**src/rtl/isp_cfg.svh**
```systemverilog
// Constant offsets, field positions, reset values and vector numbers of the priority unit
`ifndef ISP_CFG_SVH
`define ISP_CFG_SVH

// ----------------------------------------------------------------
// Register byte offsets
// ----------------------------------------------------------------
`define ISP_OFS_CTRL0 8'h00
`define ISP_OFS_SENSE 8'h04
`define ISP_OFS_STATUS 8'h08
`define ISP_OFS_PRIO_A 8'h0c
`define ISP_OFS_PRIO_B 8'h10
`define ISP_OFS_PRIO_C 8'h14
`define ISP_OFS_PRIO_D 8'h18
`define ISP_OFS_PRIO_E 8'h1c
`define ISP_OFS_ARB 8'h20

// ----------------------------------------------------------------
// Fields and reset values
// ----------------------------------------------------------------
`define ISP_NMI_EDGE_BIT 0
`define ISP_RST_CTRL0 16'h0000
`define ISP_RST_SENSE 16'h0000
`define ISP_RST_PRIO 16'h0000
`define ISP_RESP_OKAY 2'h0
`define ISP_RESP_SLVERR 2'h2

// ----------------------------------------------------------------
// Sources, levels and vectors
// ----------------------------------------------------------------
`define ISP_NUM_PINS 8
`define ISP_NUM_PERIPH 18
`define ISP_NUM_SRC 29
`define ISP_LVL_NMI 5'h10
`define ISP_LVL_FIXED 5'h0f
`define ISP_MASK_TOP 4'hf
`define ISP_VEC_BREAK 8'h0c
`define ISP_VEC_NMI 8'h0b
`define ISP_VEC_DEBUG 8'h0d
`define ISP_VEC_PIN_LO 8'h40
`define ISP_VEC_PIN_HI 8'h50
`define ISP_VEC_PERIPH 8'h54

`endif

```
**src/rtl/isp_pkg.sv**
```systemverilog
// Types shared by the interrupt source priority unit
package isp_pkg;

	// ----------------------------------------------------------------
	// Sense modes of an external request pin
	// ----------------------------------------------------------------
	typedef enum logic [1:0] {
		SENSE_LOW,
		SENSE_FALL,
		SENSE_RISE,
		SENSE_BOTH
	} isp_sense_t;

	// ----------------------------------------------------------------
	// Request to the CPU core and its acceptance
	// ----------------------------------------------------------------
	typedef struct packed {
		logic valid;
		logic [4:0] level;
		logic [7:0] vector;
		logic [3:0] new_mask;
		logic [9:0] table_offset;
	} isp_cpu_req_t;

	typedef struct packed {
		logic valid;
		logic [7:0] vector;
	} isp_cpu_ack_t;

endpackage

```
**src/rtl/isp_unit.sv**
```systemverilog
// Interrupt source sensing, priority arbitration and AXI4-Lite register file
//
// Our own choices: the AXI4-Lite interface to the registers and the register offsets.
`timescale 1ns/10ps
`include "isp_cfg.svh"

// Overview of operation
// - Priority level zero masks a source
// - Pin NMI level 16, always accepted
// - NMI edge detected, polarity from control bit
// - Accepted NMI sets mask to 15
// - Each pin: low, fall, rise, both
// - Pin priorities from first two registers
// - Low mode requests only while pin low
// - Edge modes latch until accepted
// - Flag readable; cleared by zero after one
// - Accepted pin loads its priority as mask
// - Peripherals: own vector, priority from C-E
// - Accepted peripheral loads its level as mask
// - Break: level 15, edge latched, mask 15
// - Debug: level 15, edge latched, mask 15
// - Shared field: smaller vector wins
// - Priority fields reset to zero
// - Equal levels follow fixed default order
// - Fixed vector numbers for all sources
// - Table offset is four times vector
// - Forward only above current CPU mask
// - Pending edges cleared by reset, debug reset
// - Four-bit fields are plain binary levels
module isp_unit
	import isp_pkg::*;
(
	// Clock and reset
	input wire logic aclk,
	input wire logic aresetn,
	// AXI4-Lite write address and data
	input wire logic [7:0] s_axi_awaddr,
	input wire logic s_axi_awvalid,
	output logic s_axi_awready,
	input wire logic [31:0] s_axi_wdata,
	input wire logic [3:0] s_axi_wstrb,
	input wire logic s_axi_wvalid,
	output logic s_axi_wready,
	// AXI4-Lite write response
	output logic [1:0] s_axi_bresp,
	output logic s_axi_bvalid,
	input wire logic s_axi_bready,
	// AXI4-Lite read
	input wire logic [7:0] s_axi_araddr,
	input wire logic s_axi_arvalid,
	output logic s_axi_arready,
	output logic [31:0] s_axi_rdata,
	output logic [1:0] s_axi_rresp,
	output logic s_axi_rvalid,
	input wire logic s_axi_rready,
	// Interrupt sources
	input wire logic nmi_pin,
	input wire logic [7:0] irq_pin,
	input wire logic break_req,
	input wire logic debug_req,
	input wire logic debug_reset,
	input wire logic [17:0] periph_req,
	// CPU core side
	input wire logic [3:0] cpu_mask_level,
	input wire isp_cpu_ack_t cpu_ack,
	output isp_cpu_req_t cpu_req
);

	// ----------------------------------------------------------------
	// Decode functions
	// ----------------------------------------------------------------
	function automatic logic [7:0] src_vector(input int i);
		if (i == 0) begin
			return `ISP_VEC_BREAK;
		end else if (i == 1) begin
			return `ISP_VEC_NMI;
		end else if (i == 2) begin
			return `ISP_VEC_DEBUG;
		end else if (i < 7) begin
			return `ISP_VEC_PIN_LO + 8'(i - 3);
		end else if (i < 11) begin
			return `ISP_VEC_PIN_HI + 8'(i - 7);
		end else begin
			return `ISP_VEC_PERIPH + 8'(i - 11);
		end
	endfunction

	function automatic int periph_field(input int p);
		if (p < 4) begin
			return p;
		end else if (p < 16) begin
			return 4 + (p - 4) / 4;
		end else begin
			return p - 8;
		end
	endfunction

	function automatic logic [15:0] merge(input logic [15:0] old, input logic [31:0] d,
		input logic [3:0] strb);
		return {strb[1] ? d[15:8] : old[15:8], strb[0] ? d[7:0] : old[7:0]};
	endfunction

	// ----------------------------------------------------------------
	// Registers
	// ----------------------------------------------------------------
	logic [15:0] interrupt_control_reg0;
	logic [15:0] pin_sense_control;
	logic [15:0] priority_reg_pins_low;
	logic [15:0] priority_reg_pins_high;
	logic [15:0] priority_reg_periph_c;
	logic [15:0] priority_reg_periph_d;
	logic [15:0] priority_reg_periph_e;
	logic [7:0] pin_pend;
	logic [7:0] flag_read_one;
	logic nmi_pend;
	logic break_pend;
	logic debug_pend;
	logic nmi_prev;
	logic break_prev;
	logic debug_prev;
	logic [7:0] pin_prev;
	logic aw_got;
	logic w_got;
	logic [7:0] aw_addr;
	logic [31:0] w_data;
	logic [3:0] w_strb;

	// ----------------------------------------------------------------
	// Source sensing
	// ----------------------------------------------------------------
	wire nmi_edge_select = interrupt_control_reg0[`ISP_NMI_EDGE_BIT];
	wire nmi_hit = nmi_edge_select ? (nmi_pin & ~nmi_prev) : (~nmi_pin & nmi_prev);
	wire break_hit = break_req & ~break_prev;
	wire debug_hit = debug_req & ~debug_prev;
	wire [31:0] pin_prio = {priority_reg_pins_low, priority_reg_pins_high};
	wire [47:0] periph_prio = {priority_reg_periph_c, priority_reg_periph_d,
		priority_reg_periph_e};
	wire ack_hit = cpu_ack.valid;
	logic [7:0] pin_edge_hit;
	logic [7:0] pin_level_mode;
	logic [7:0] pin_request_flag;
	logic [7:0] pin_ack;

	genvar g;
	generate
		for (g = 0; g < `ISP_NUM_PINS; g++) begin : g_pin
			wire isp_sense_t mode = isp_sense_t'(pin_sense_control[2*g+1 -: 2]);
			assign pin_level_mode[g] = (mode == SENSE_LOW);
			assign pin_edge_hit[g] = (mode == SENSE_FALL) ? (~irq_pin[g] & pin_prev[g]) :
				(mode == SENSE_RISE) ? (irq_pin[g] & ~pin_prev[g]) :
				(mode == SENSE_BOTH) ? (irq_pin[g] ^ pin_prev[g]) : 1'b0;
			assign pin_request_flag[g] = pin_level_mode[g] ? ~irq_pin[g] : pin_pend[g];
			assign pin_ack[g] = ack_hit && cpu_ack.vector == src_vector(g + 3);
		end
	endgenerate

	// ----------------------------------------------------------------
	// Arbitration
	// ----------------------------------------------------------------
	logic [4:0] src_level [`ISP_NUM_SRC];
	logic [`ISP_NUM_SRC-1:0] src_active;
	logic [4:0] win_level;
	logic [7:0] win_vector;
	logic win_valid;

	always_comb begin
		src_level[1] = `ISP_LVL_NMI;
		src_level[0] = `ISP_LVL_FIXED;
		src_level[2] = `ISP_LVL_FIXED;
		src_active[0] = break_pend;
		src_active[1] = nmi_pend;
		src_active[2] = debug_pend;
		for (int k = 0; k < `ISP_NUM_PINS; k++) begin
			src_level[k+3] = {1'b0, pin_prio[31-4*k -: 4]};
			src_active[k+3] = pin_request_flag[k] && pin_prio[31-4*k -: 4] != 4'h0;
		end
		for (int p = 0; p < `ISP_NUM_PERIPH; p++) begin
			src_level[p+11] = {1'b0, periph_prio[47-4*periph_field(p) -: 4]};
			src_active[p+11] = periph_req[p] && src_level[p+11] != 5'h00;
		end
	end

	always_comb begin
		win_level = 5'h00;
		win_vector = 8'h00;
		win_valid = 1'b0;
		// First in default order wins ties
		for (int i = 0; i < `ISP_NUM_SRC; i++) begin
			if (src_active[i] && (!win_valid || src_level[i] > win_level)) begin
				win_valid = 1'b1;
				win_level = src_level[i];
				win_vector = src_vector(i);
			end
		end
	end

	// Strictly above mask; 16 always passes
	wire fwd = win_valid && win_level > {1'b0, cpu_mask_level};
	wire [3:0] next_mask = win_level[4] ? `ISP_MASK_TOP : win_level[3:0];
	wire [9:0] next_offset = {win_vector, 2'b00};

	// ----------------------------------------------------------------
	// AXI4-Lite decode
	// ----------------------------------------------------------------
	wire aw_hs = s_axi_awvalid & s_axi_awready;
	wire w_hs = s_axi_wvalid & s_axi_wready;
	wire ar_hs = s_axi_arvalid & s_axi_arready;
	wire have_aw = aw_got | aw_hs;
	wire have_w = w_got | w_hs;
	wire do_write = have_aw & have_w & ~s_axi_bvalid;
	wire [7:0] wr_addr = aw_got ? aw_addr : s_axi_awaddr;
	wire [31:0] wr_data = w_got ? w_data : s_axi_wdata;
	wire [3:0] wr_strb = w_got ? w_strb : s_axi_wstrb;
	wire wr_ctrl0 = do_write && wr_addr == `ISP_OFS_CTRL0;
	wire wr_sense = do_write && wr_addr == `ISP_OFS_SENSE;
	wire wr_status = do_write && wr_addr == `ISP_OFS_STATUS && wr_strb[0];
	wire wr_prio_a = do_write && wr_addr == `ISP_OFS_PRIO_A;
	wire wr_prio_b = do_write && wr_addr == `ISP_OFS_PRIO_B;
	wire wr_prio_c = do_write && wr_addr == `ISP_OFS_PRIO_C;
	wire wr_prio_d = do_write && wr_addr == `ISP_OFS_PRIO_D;
	wire wr_prio_e = do_write && wr_addr == `ISP_OFS_PRIO_E;
	wire wr_ok = wr_ctrl0 | wr_sense | (do_write && wr_addr == `ISP_OFS_STATUS) |
		wr_prio_a | wr_prio_b | wr_prio_c | wr_prio_d | wr_prio_e |
		(do_write && wr_addr == `ISP_OFS_ARB);
	wire rd_status = ar_hs && s_axi_araddr == `ISP_OFS_STATUS;
	// Clear only a flag seen as one
	wire [7:0] status_clear = wr_status ? (~wr_data[7:0] & flag_read_one & ~pin_level_mode) :
		8'h00;
	logic [31:0] rd_data;
	logic rd_ok;

	always_comb begin
		rd_ok = 1'b1;
		case (s_axi_araddr)
			`ISP_OFS_CTRL0: rd_data = {16'h0000, interrupt_control_reg0};
			`ISP_OFS_SENSE: rd_data = {16'h0000, pin_sense_control};
			`ISP_OFS_STATUS: rd_data = {24'h000000, pin_request_flag};
			`ISP_OFS_PRIO_A: rd_data = {16'h0000, priority_reg_pins_low};
			`ISP_OFS_PRIO_B: rd_data = {16'h0000, priority_reg_pins_high};
			`ISP_OFS_PRIO_C: rd_data = {16'h0000, priority_reg_periph_c};
			`ISP_OFS_PRIO_D: rd_data = {16'h0000, priority_reg_periph_d};
			`ISP_OFS_PRIO_E: rd_data = {16'h0000, priority_reg_periph_e};
			`ISP_OFS_ARB: rd_data = {11'h000, win_valid, 3'h0, win_level, cpu_req.new_mask,
				win_vector};
			default: begin
				rd_data = 32'h00000000;
				rd_ok = 1'b0;
			end
		endcase
	end

	// ----------------------------------------------------------------
	// Bus handshake
	// ----------------------------------------------------------------
	always_ff @(posedge aclk) begin
		if (!aresetn) begin
			s_axi_awready <= 1'b0;
			s_axi_wready <= 1'b0;
			s_axi_bvalid <= 1'b0;
			s_axi_bresp <= `ISP_RESP_OKAY;
			s_axi_arready <= 1'b0;
			s_axi_rvalid <= 1'b0;
			s_axi_rresp <= `ISP_RESP_OKAY;
			s_axi_rdata <= 32'h00000000;
			aw_got <= 1'b0;
			w_got <= 1'b0;
			aw_addr <= 8'h00;
			w_data <= 32'h00000000;
			w_strb <= 4'h0;
		end else begin
			s_axi_awready <= s_axi_awvalid & ~s_axi_awready & ~have_aw & ~s_axi_bvalid;
			s_axi_wready <= s_axi_wvalid & ~s_axi_wready & ~have_w & ~s_axi_bvalid;
			aw_got <= have_aw & ~do_write;
			w_got <= have_w & ~do_write;
			if (aw_hs) begin
				aw_addr <= s_axi_awaddr;
			end
			if (w_hs) begin
				w_data <= s_axi_wdata;
				w_strb <= s_axi_wstrb;
			end
			if (do_write) begin
				s_axi_bvalid <= 1'b1;
				s_axi_bresp <= wr_ok ? `ISP_RESP_OKAY : `ISP_RESP_SLVERR;
			end else if (s_axi_bready) begin
				s_axi_bvalid <= 1'b0;
			end
			s_axi_arready <= s_axi_arvalid & ~s_axi_arready & ~s_axi_rvalid;
			if (ar_hs) begin
				s_axi_rvalid <= 1'b1;
				s_axi_rdata <= rd_data;
				s_axi_rresp <= rd_ok ? `ISP_RESP_OKAY : `ISP_RESP_SLVERR;
			end else if (s_axi_rready) begin
				s_axi_rvalid <= 1'b0;
			end
		end
	end

	// ----------------------------------------------------------------
	// Control and priority registers
	// ----------------------------------------------------------------
	always_ff @(posedge aclk) begin
		if (!aresetn) begin
			interrupt_control_reg0 <= `ISP_RST_CTRL0;
			pin_sense_control <= `ISP_RST_SENSE;
			priority_reg_pins_low <= `ISP_RST_PRIO;
			priority_reg_pins_high <= `ISP_RST_PRIO;
			priority_reg_periph_c <= `ISP_RST_PRIO;
			priority_reg_periph_d <= `ISP_RST_PRIO;
			priority_reg_periph_e <= `ISP_RST_PRIO;
		end else begin
			if (wr_ctrl0) begin
				interrupt_control_reg0 <= merge(interrupt_control_reg0, wr_data, wr_strb) &
					16'h0001;
			end
			if (wr_sense) begin
				pin_sense_control <= merge(pin_sense_control, wr_data, wr_strb);
			end
			if (wr_prio_a) begin
				priority_reg_pins_low <= merge(priority_reg_pins_low, wr_data, wr_strb);
			end
			if (wr_prio_b) begin
				priority_reg_pins_high <= merge(priority_reg_pins_high, wr_data, wr_strb);
			end
			if (wr_prio_c) begin
				priority_reg_periph_c <= merge(priority_reg_periph_c, wr_data, wr_strb);
			end
			if (wr_prio_d) begin
				priority_reg_periph_d <= merge(priority_reg_periph_d, wr_data, wr_strb);
			end
			if (wr_prio_e) begin
				priority_reg_periph_e <= merge(priority_reg_periph_e, wr_data, wr_strb) &
					16'hff00;
			end
		end
	end

	// ----------------------------------------------------------------
	// Pending latches
	// ----------------------------------------------------------------
	always_ff @(posedge aclk) begin
		// Reset or debug reset drops pending edges
		if (!aresetn || debug_reset) begin
			nmi_pend <= 1'b0;
			break_pend <= 1'b0;
			debug_pend <= 1'b0;
			pin_pend <= 8'h00;
			flag_read_one <= 8'h00;
		end else begin
			nmi_pend <= nmi_hit | (nmi_pend & ~(ack_hit && cpu_ack.vector == `ISP_VEC_NMI));
			break_pend <= break_hit |
				(break_pend & ~(ack_hit && cpu_ack.vector == `ISP_VEC_BREAK));
			debug_pend <= debug_hit |
				(debug_pend & ~(ack_hit && cpu_ack.vector == `ISP_VEC_DEBUG));
			// Pin latch, cleared by accept or flag write
			pin_pend <= pin_edge_hit | (pin_pend & ~pin_ack & ~status_clear & ~pin_level_mode);
			flag_read_one <= (flag_read_one & ~status_clear) |
				(rd_status ? pin_request_flag : 8'h00);
		end
	end

	// ----------------------------------------------------------------
	// Edge history and CPU request
	// ----------------------------------------------------------------
	always_ff @(posedge aclk) begin
		if (!aresetn) begin
			nmi_prev <= 1'b1;
			break_prev <= 1'b0;
			debug_prev <= 1'b0;
			pin_prev <= 8'hff;
			cpu_req <= '0;
		end else begin
			nmi_prev <= nmi_pin;
			break_prev <= break_req;
			debug_prev <= debug_req;
			pin_prev <= irq_pin;
			cpu_req.valid <= fwd;
			cpu_req.level <= win_level;
			cpu_req.vector <= win_vector;
			cpu_req.new_mask <= next_mask;
			cpu_req.table_offset <= next_offset;
		end
	end

endmodule // isp_unit

```
**config.mk**
```make
export PLATFORM = sky130hd
export DESIGN_NAME = isp_unit
export DESIGN_NICKNAME = d
export VERILOG_FILES = /design/src/rtl/isp_pkg.sv /design/src/rtl/isp_unit.sv
export VERILOG_INCLUDE_DIRS = /design/src /design/src/rtl
export SDC_FILE = /design/constraint.sdc
export NUM_CORES = 1
export LEC_CHECK = 0
export BUFFER_PORTS_ARGS = -buffer_cell sky130_fd_sc_hd__buf_2
export CORE_UTILIZATION = 50
export DETAILED_ROUTE_END_ITERATION = 7
export PLACE_DENSITY = 0.7
export SLEW_MARGIN = 20
export SYNTH_ARGS = -nofsm -noshare
export SYNTH_HDL_FRONTEND = slang
export SYNTH_SLANG_ARGS = --single-unit
export TNS_END_PERCENT = 30
```
**constraint.sdc**
```tcl
create_clock -name aclk -period 125.2 [get_ports aclk]
set_clock_uncertainty 0.15 [all_clocks]
set_input_delay 25.04 -clock aclk [delete_from_list [all_inputs] [get_ports aclk]]
set_output_delay 25.04 -clock aclk [all_outputs]
set_load 0.005 [all_outputs]
```
==> results.toml <==
[hold_path]
hold_class = "reg2reg"

[timing]
tightest_slew_ns = 1.03
period_share_pct = 58.1
setup-violations-final = 0
fmax_mhz = 13.7
setup_ws_ns = 52.47
hold_viol = 0
min_period_ns = 72.74
tns_ns = 0
max_slew_margin_pct = 31.2
slew_violations = 0
rsz0062_at_grt = "false"

[cts]
clock_path_buffers = 2
cts_resized = 0
clkTransAtPathRegs_ns = 0.08
htreeDepth = 4
cts_buffers = 17
cts.sinks = 189
clockRootBuffer = "clkbuf_16"
clk_latency_ns = 0.45
cts_tree = "done"
cts_setup_buffers = 0
postCtsHoldBufs = 0

[worst_setup_path]
endpoint_kind = "flop"
cp_data_arrival_time_ns = 72.92
critPathKind = "in2reg"
critical_path.max_fanout = 17
critPathLaunchType = "primary input"
path_common_cell = "o21a_1"
cp_slowest_cell = "a22oi_1"
worstPathRequired_ns = 125.38
slowest_delay_ns = 0.77

[synthesis]
synthMuxAreaShare_pct = 6.13
synthDistinctLibCells = 94
synth_top_family_by_area = "compound AO/OA/AOI/OAI gates"
synth-main-ff-cell = "dfxtp_1"
synthAdderAreaFrac_pct = 11.3
synth-async-reset-ratio_pct = 0
syn_inst = 1636
synth-seq-area-share_pct = 28.2
synth-simple-area-share_pct = 17.8
ys_ff_latch = 189
synth_compound_area_share_pct = 30.2
synthesis.area_um2 = 13400
syn_area_per_cell_um2 = 8.21
synth-xor-area-share_pct = 0
synth_edf_count = 0
yosys_warnings = 0

[route]
vias = 13200
drt_iter0_drc = 1560
ant_nets = 0
routed_via_density = 6.39
first_pass_iters = 8
wl_per_cell_um = 21.7
postRouteWirelength_mm = 44.7
drc = 13

[floorplanning]
core_um2 = 26200
dieArea_um2 = 27500
initial_core_util_pct = 51.3
die_w_um = 166
fp-row-count = 59
die_h_um = 166
ioPinCount = 171

[pwr]
pwr_density_cell_nw_per_um2 = 9.37
irDropWorstVdd_v = 0.00000890
power.leakage_nw = 5.90
report.power.total_uw = 138

[place]
hpwlAfterDp_mm = 34.3
placed_cells = 2030
place.gp.congestion = 0.972
io_buffers = 132
post-place-ws_ns = 52.74

[global_routing]
gr-total-overflow = 0
grt_max_degree = 77
grt_pass1_wl_mm = 69.0
grt_pass1_vias = 12200
grt.total_usage_pct = 32.1
antenna_found_initial = 0

[final_layout]
layout_common_cells = "dfxtp_1, nor2_1, buf_2"
fillers = 2451
final_common_cell = "dfxtp_1"
fin_cells = 2062
num-nets-final = 1937
syn_to_final_growth_pct = 9.85
drive_gt1_share_pct = 14.4
num_antenna_cells = 0

[outcome]
violations = "DRC"
status = "finished, violations left"

[job]
drv_cap = 0
[synth_stat cells (all sizes together), types with 15 or more instances]
library cell  instances  area share, %
a211oi              102            5.8
a21oi               136            5.2
clkbuf               62            1.8
o2111ai              15           0.98
nand2b               19           0.88
a22oi                21            1.2
mux2                 16            1.3
o21ai                60            2.3
inv                  81            2.3
nand2               122            3.4
dfxtp               189             28
and2                 16           0.75
nor2b                34            1.6
nor2                183            5.2
a21o                 27            1.5
mux2i                63            4.8
o21a                 50            2.9
nand4                16           0.86
nand3                27            1.1
nor3                 27            1.2
buf                  43            2.4
a222oi               24            1.8
ha                  121             11
[logic make-up after synthesis]
logic type	count (synthesis)
and+or+nand+nor	496
adders and majority gates	121
other	1
DFF	189
buffers and inverters	187
muxes	79
AOI/OAI and AO/OA	563
[through the flow]
| step | cell area, um^2 | util [%] | hold slack (ns) |
|---|---|---|---|
| final | 14800 | 56.3 | 0.297 |
| after global placement | 14100 | 53.9 | 0.284 |
| after CTS | 14700 | 56.2 | 0.302 |
| after global routing | 14800 | 56.3 | 0.312 |
| after detailed placement | 14100 | 53.9 | 0.284 |
| after floorplan | 13500 | - | 0.283 |
[layer usage]
| layer | track usage [%] | up-vias | routed length [um] |
|---|---|---|---|
| li1 | - | 6241 | - |
| met1 | 43.7 | 6179 | 19500 |
| met2 | 49.5 | 632 | 19600 |
| met3 | 5.29 | 115 | 3650 |
| met4 | 14.9 | 0 | 2000 |
| met5 | 0 | - | 0 |
[state kept, by name, indices dropped and copies added, names as in the netlist, 16 cells and up]
| register | flops |
|---|---|
| w_data | 16 |
| priority_reg_periph_d | 16 |
| priority_reg_pins_high | 16 |
| priority_reg_periph_c | 16 |
| cpu_req | 17 |
| s_axi_rdata | 18 |
| priority_reg_pins_low | 16 |
| pin_sense_control | 16 |
[path summary, 6_finish.rpt]
| check | start | endpoint | slack [ns] | cells after the start |
|---|---|---|---|---|
| setup / recovery | irq_pin[0] | cpu_req[27] | 52.47 | 204 |
| hold / removal | s_axi_rdata[8] | s_axi_rdata[8] | 0.30 | 1 |
| setup reg to reg | nmi_pend | cpu_req[27] | 76.51 | 206 |
| hold reg to reg | s_axi_rdata[8] | s_axi_rdata[8] | 0.30 | 1 |
[cell type report]
class	instances	area [um^2]	share of cell area [%]
multi-input cells	1279	8890	60.3
flip-flops and latches	189	3780	25.6
repair buffers	145	758	5.14
clock buffers	17	425	2.88
well taps	335	419	2.84
inverters	82	310	2.10
clock inverters	15	168	1.14
[report_power, final]
group	total (mW)	internal, mW	switching (mW)
registers	0.0616	0.0610	0.000658
clock network	0.0549	0.0269	0.0279
logic	0.0219	0.00885	0.0130
[critical path: cells and delay by family]
family                     cells  cell delay, ns
adders and majority gates     26            7.32
AOI/OAI and AO/OA            115           26.80
muxes                         12            3.50
and+or+nand+nor               46            9.66
buffers and inverters          5            0.55
(Power assumes the default switching activity.)
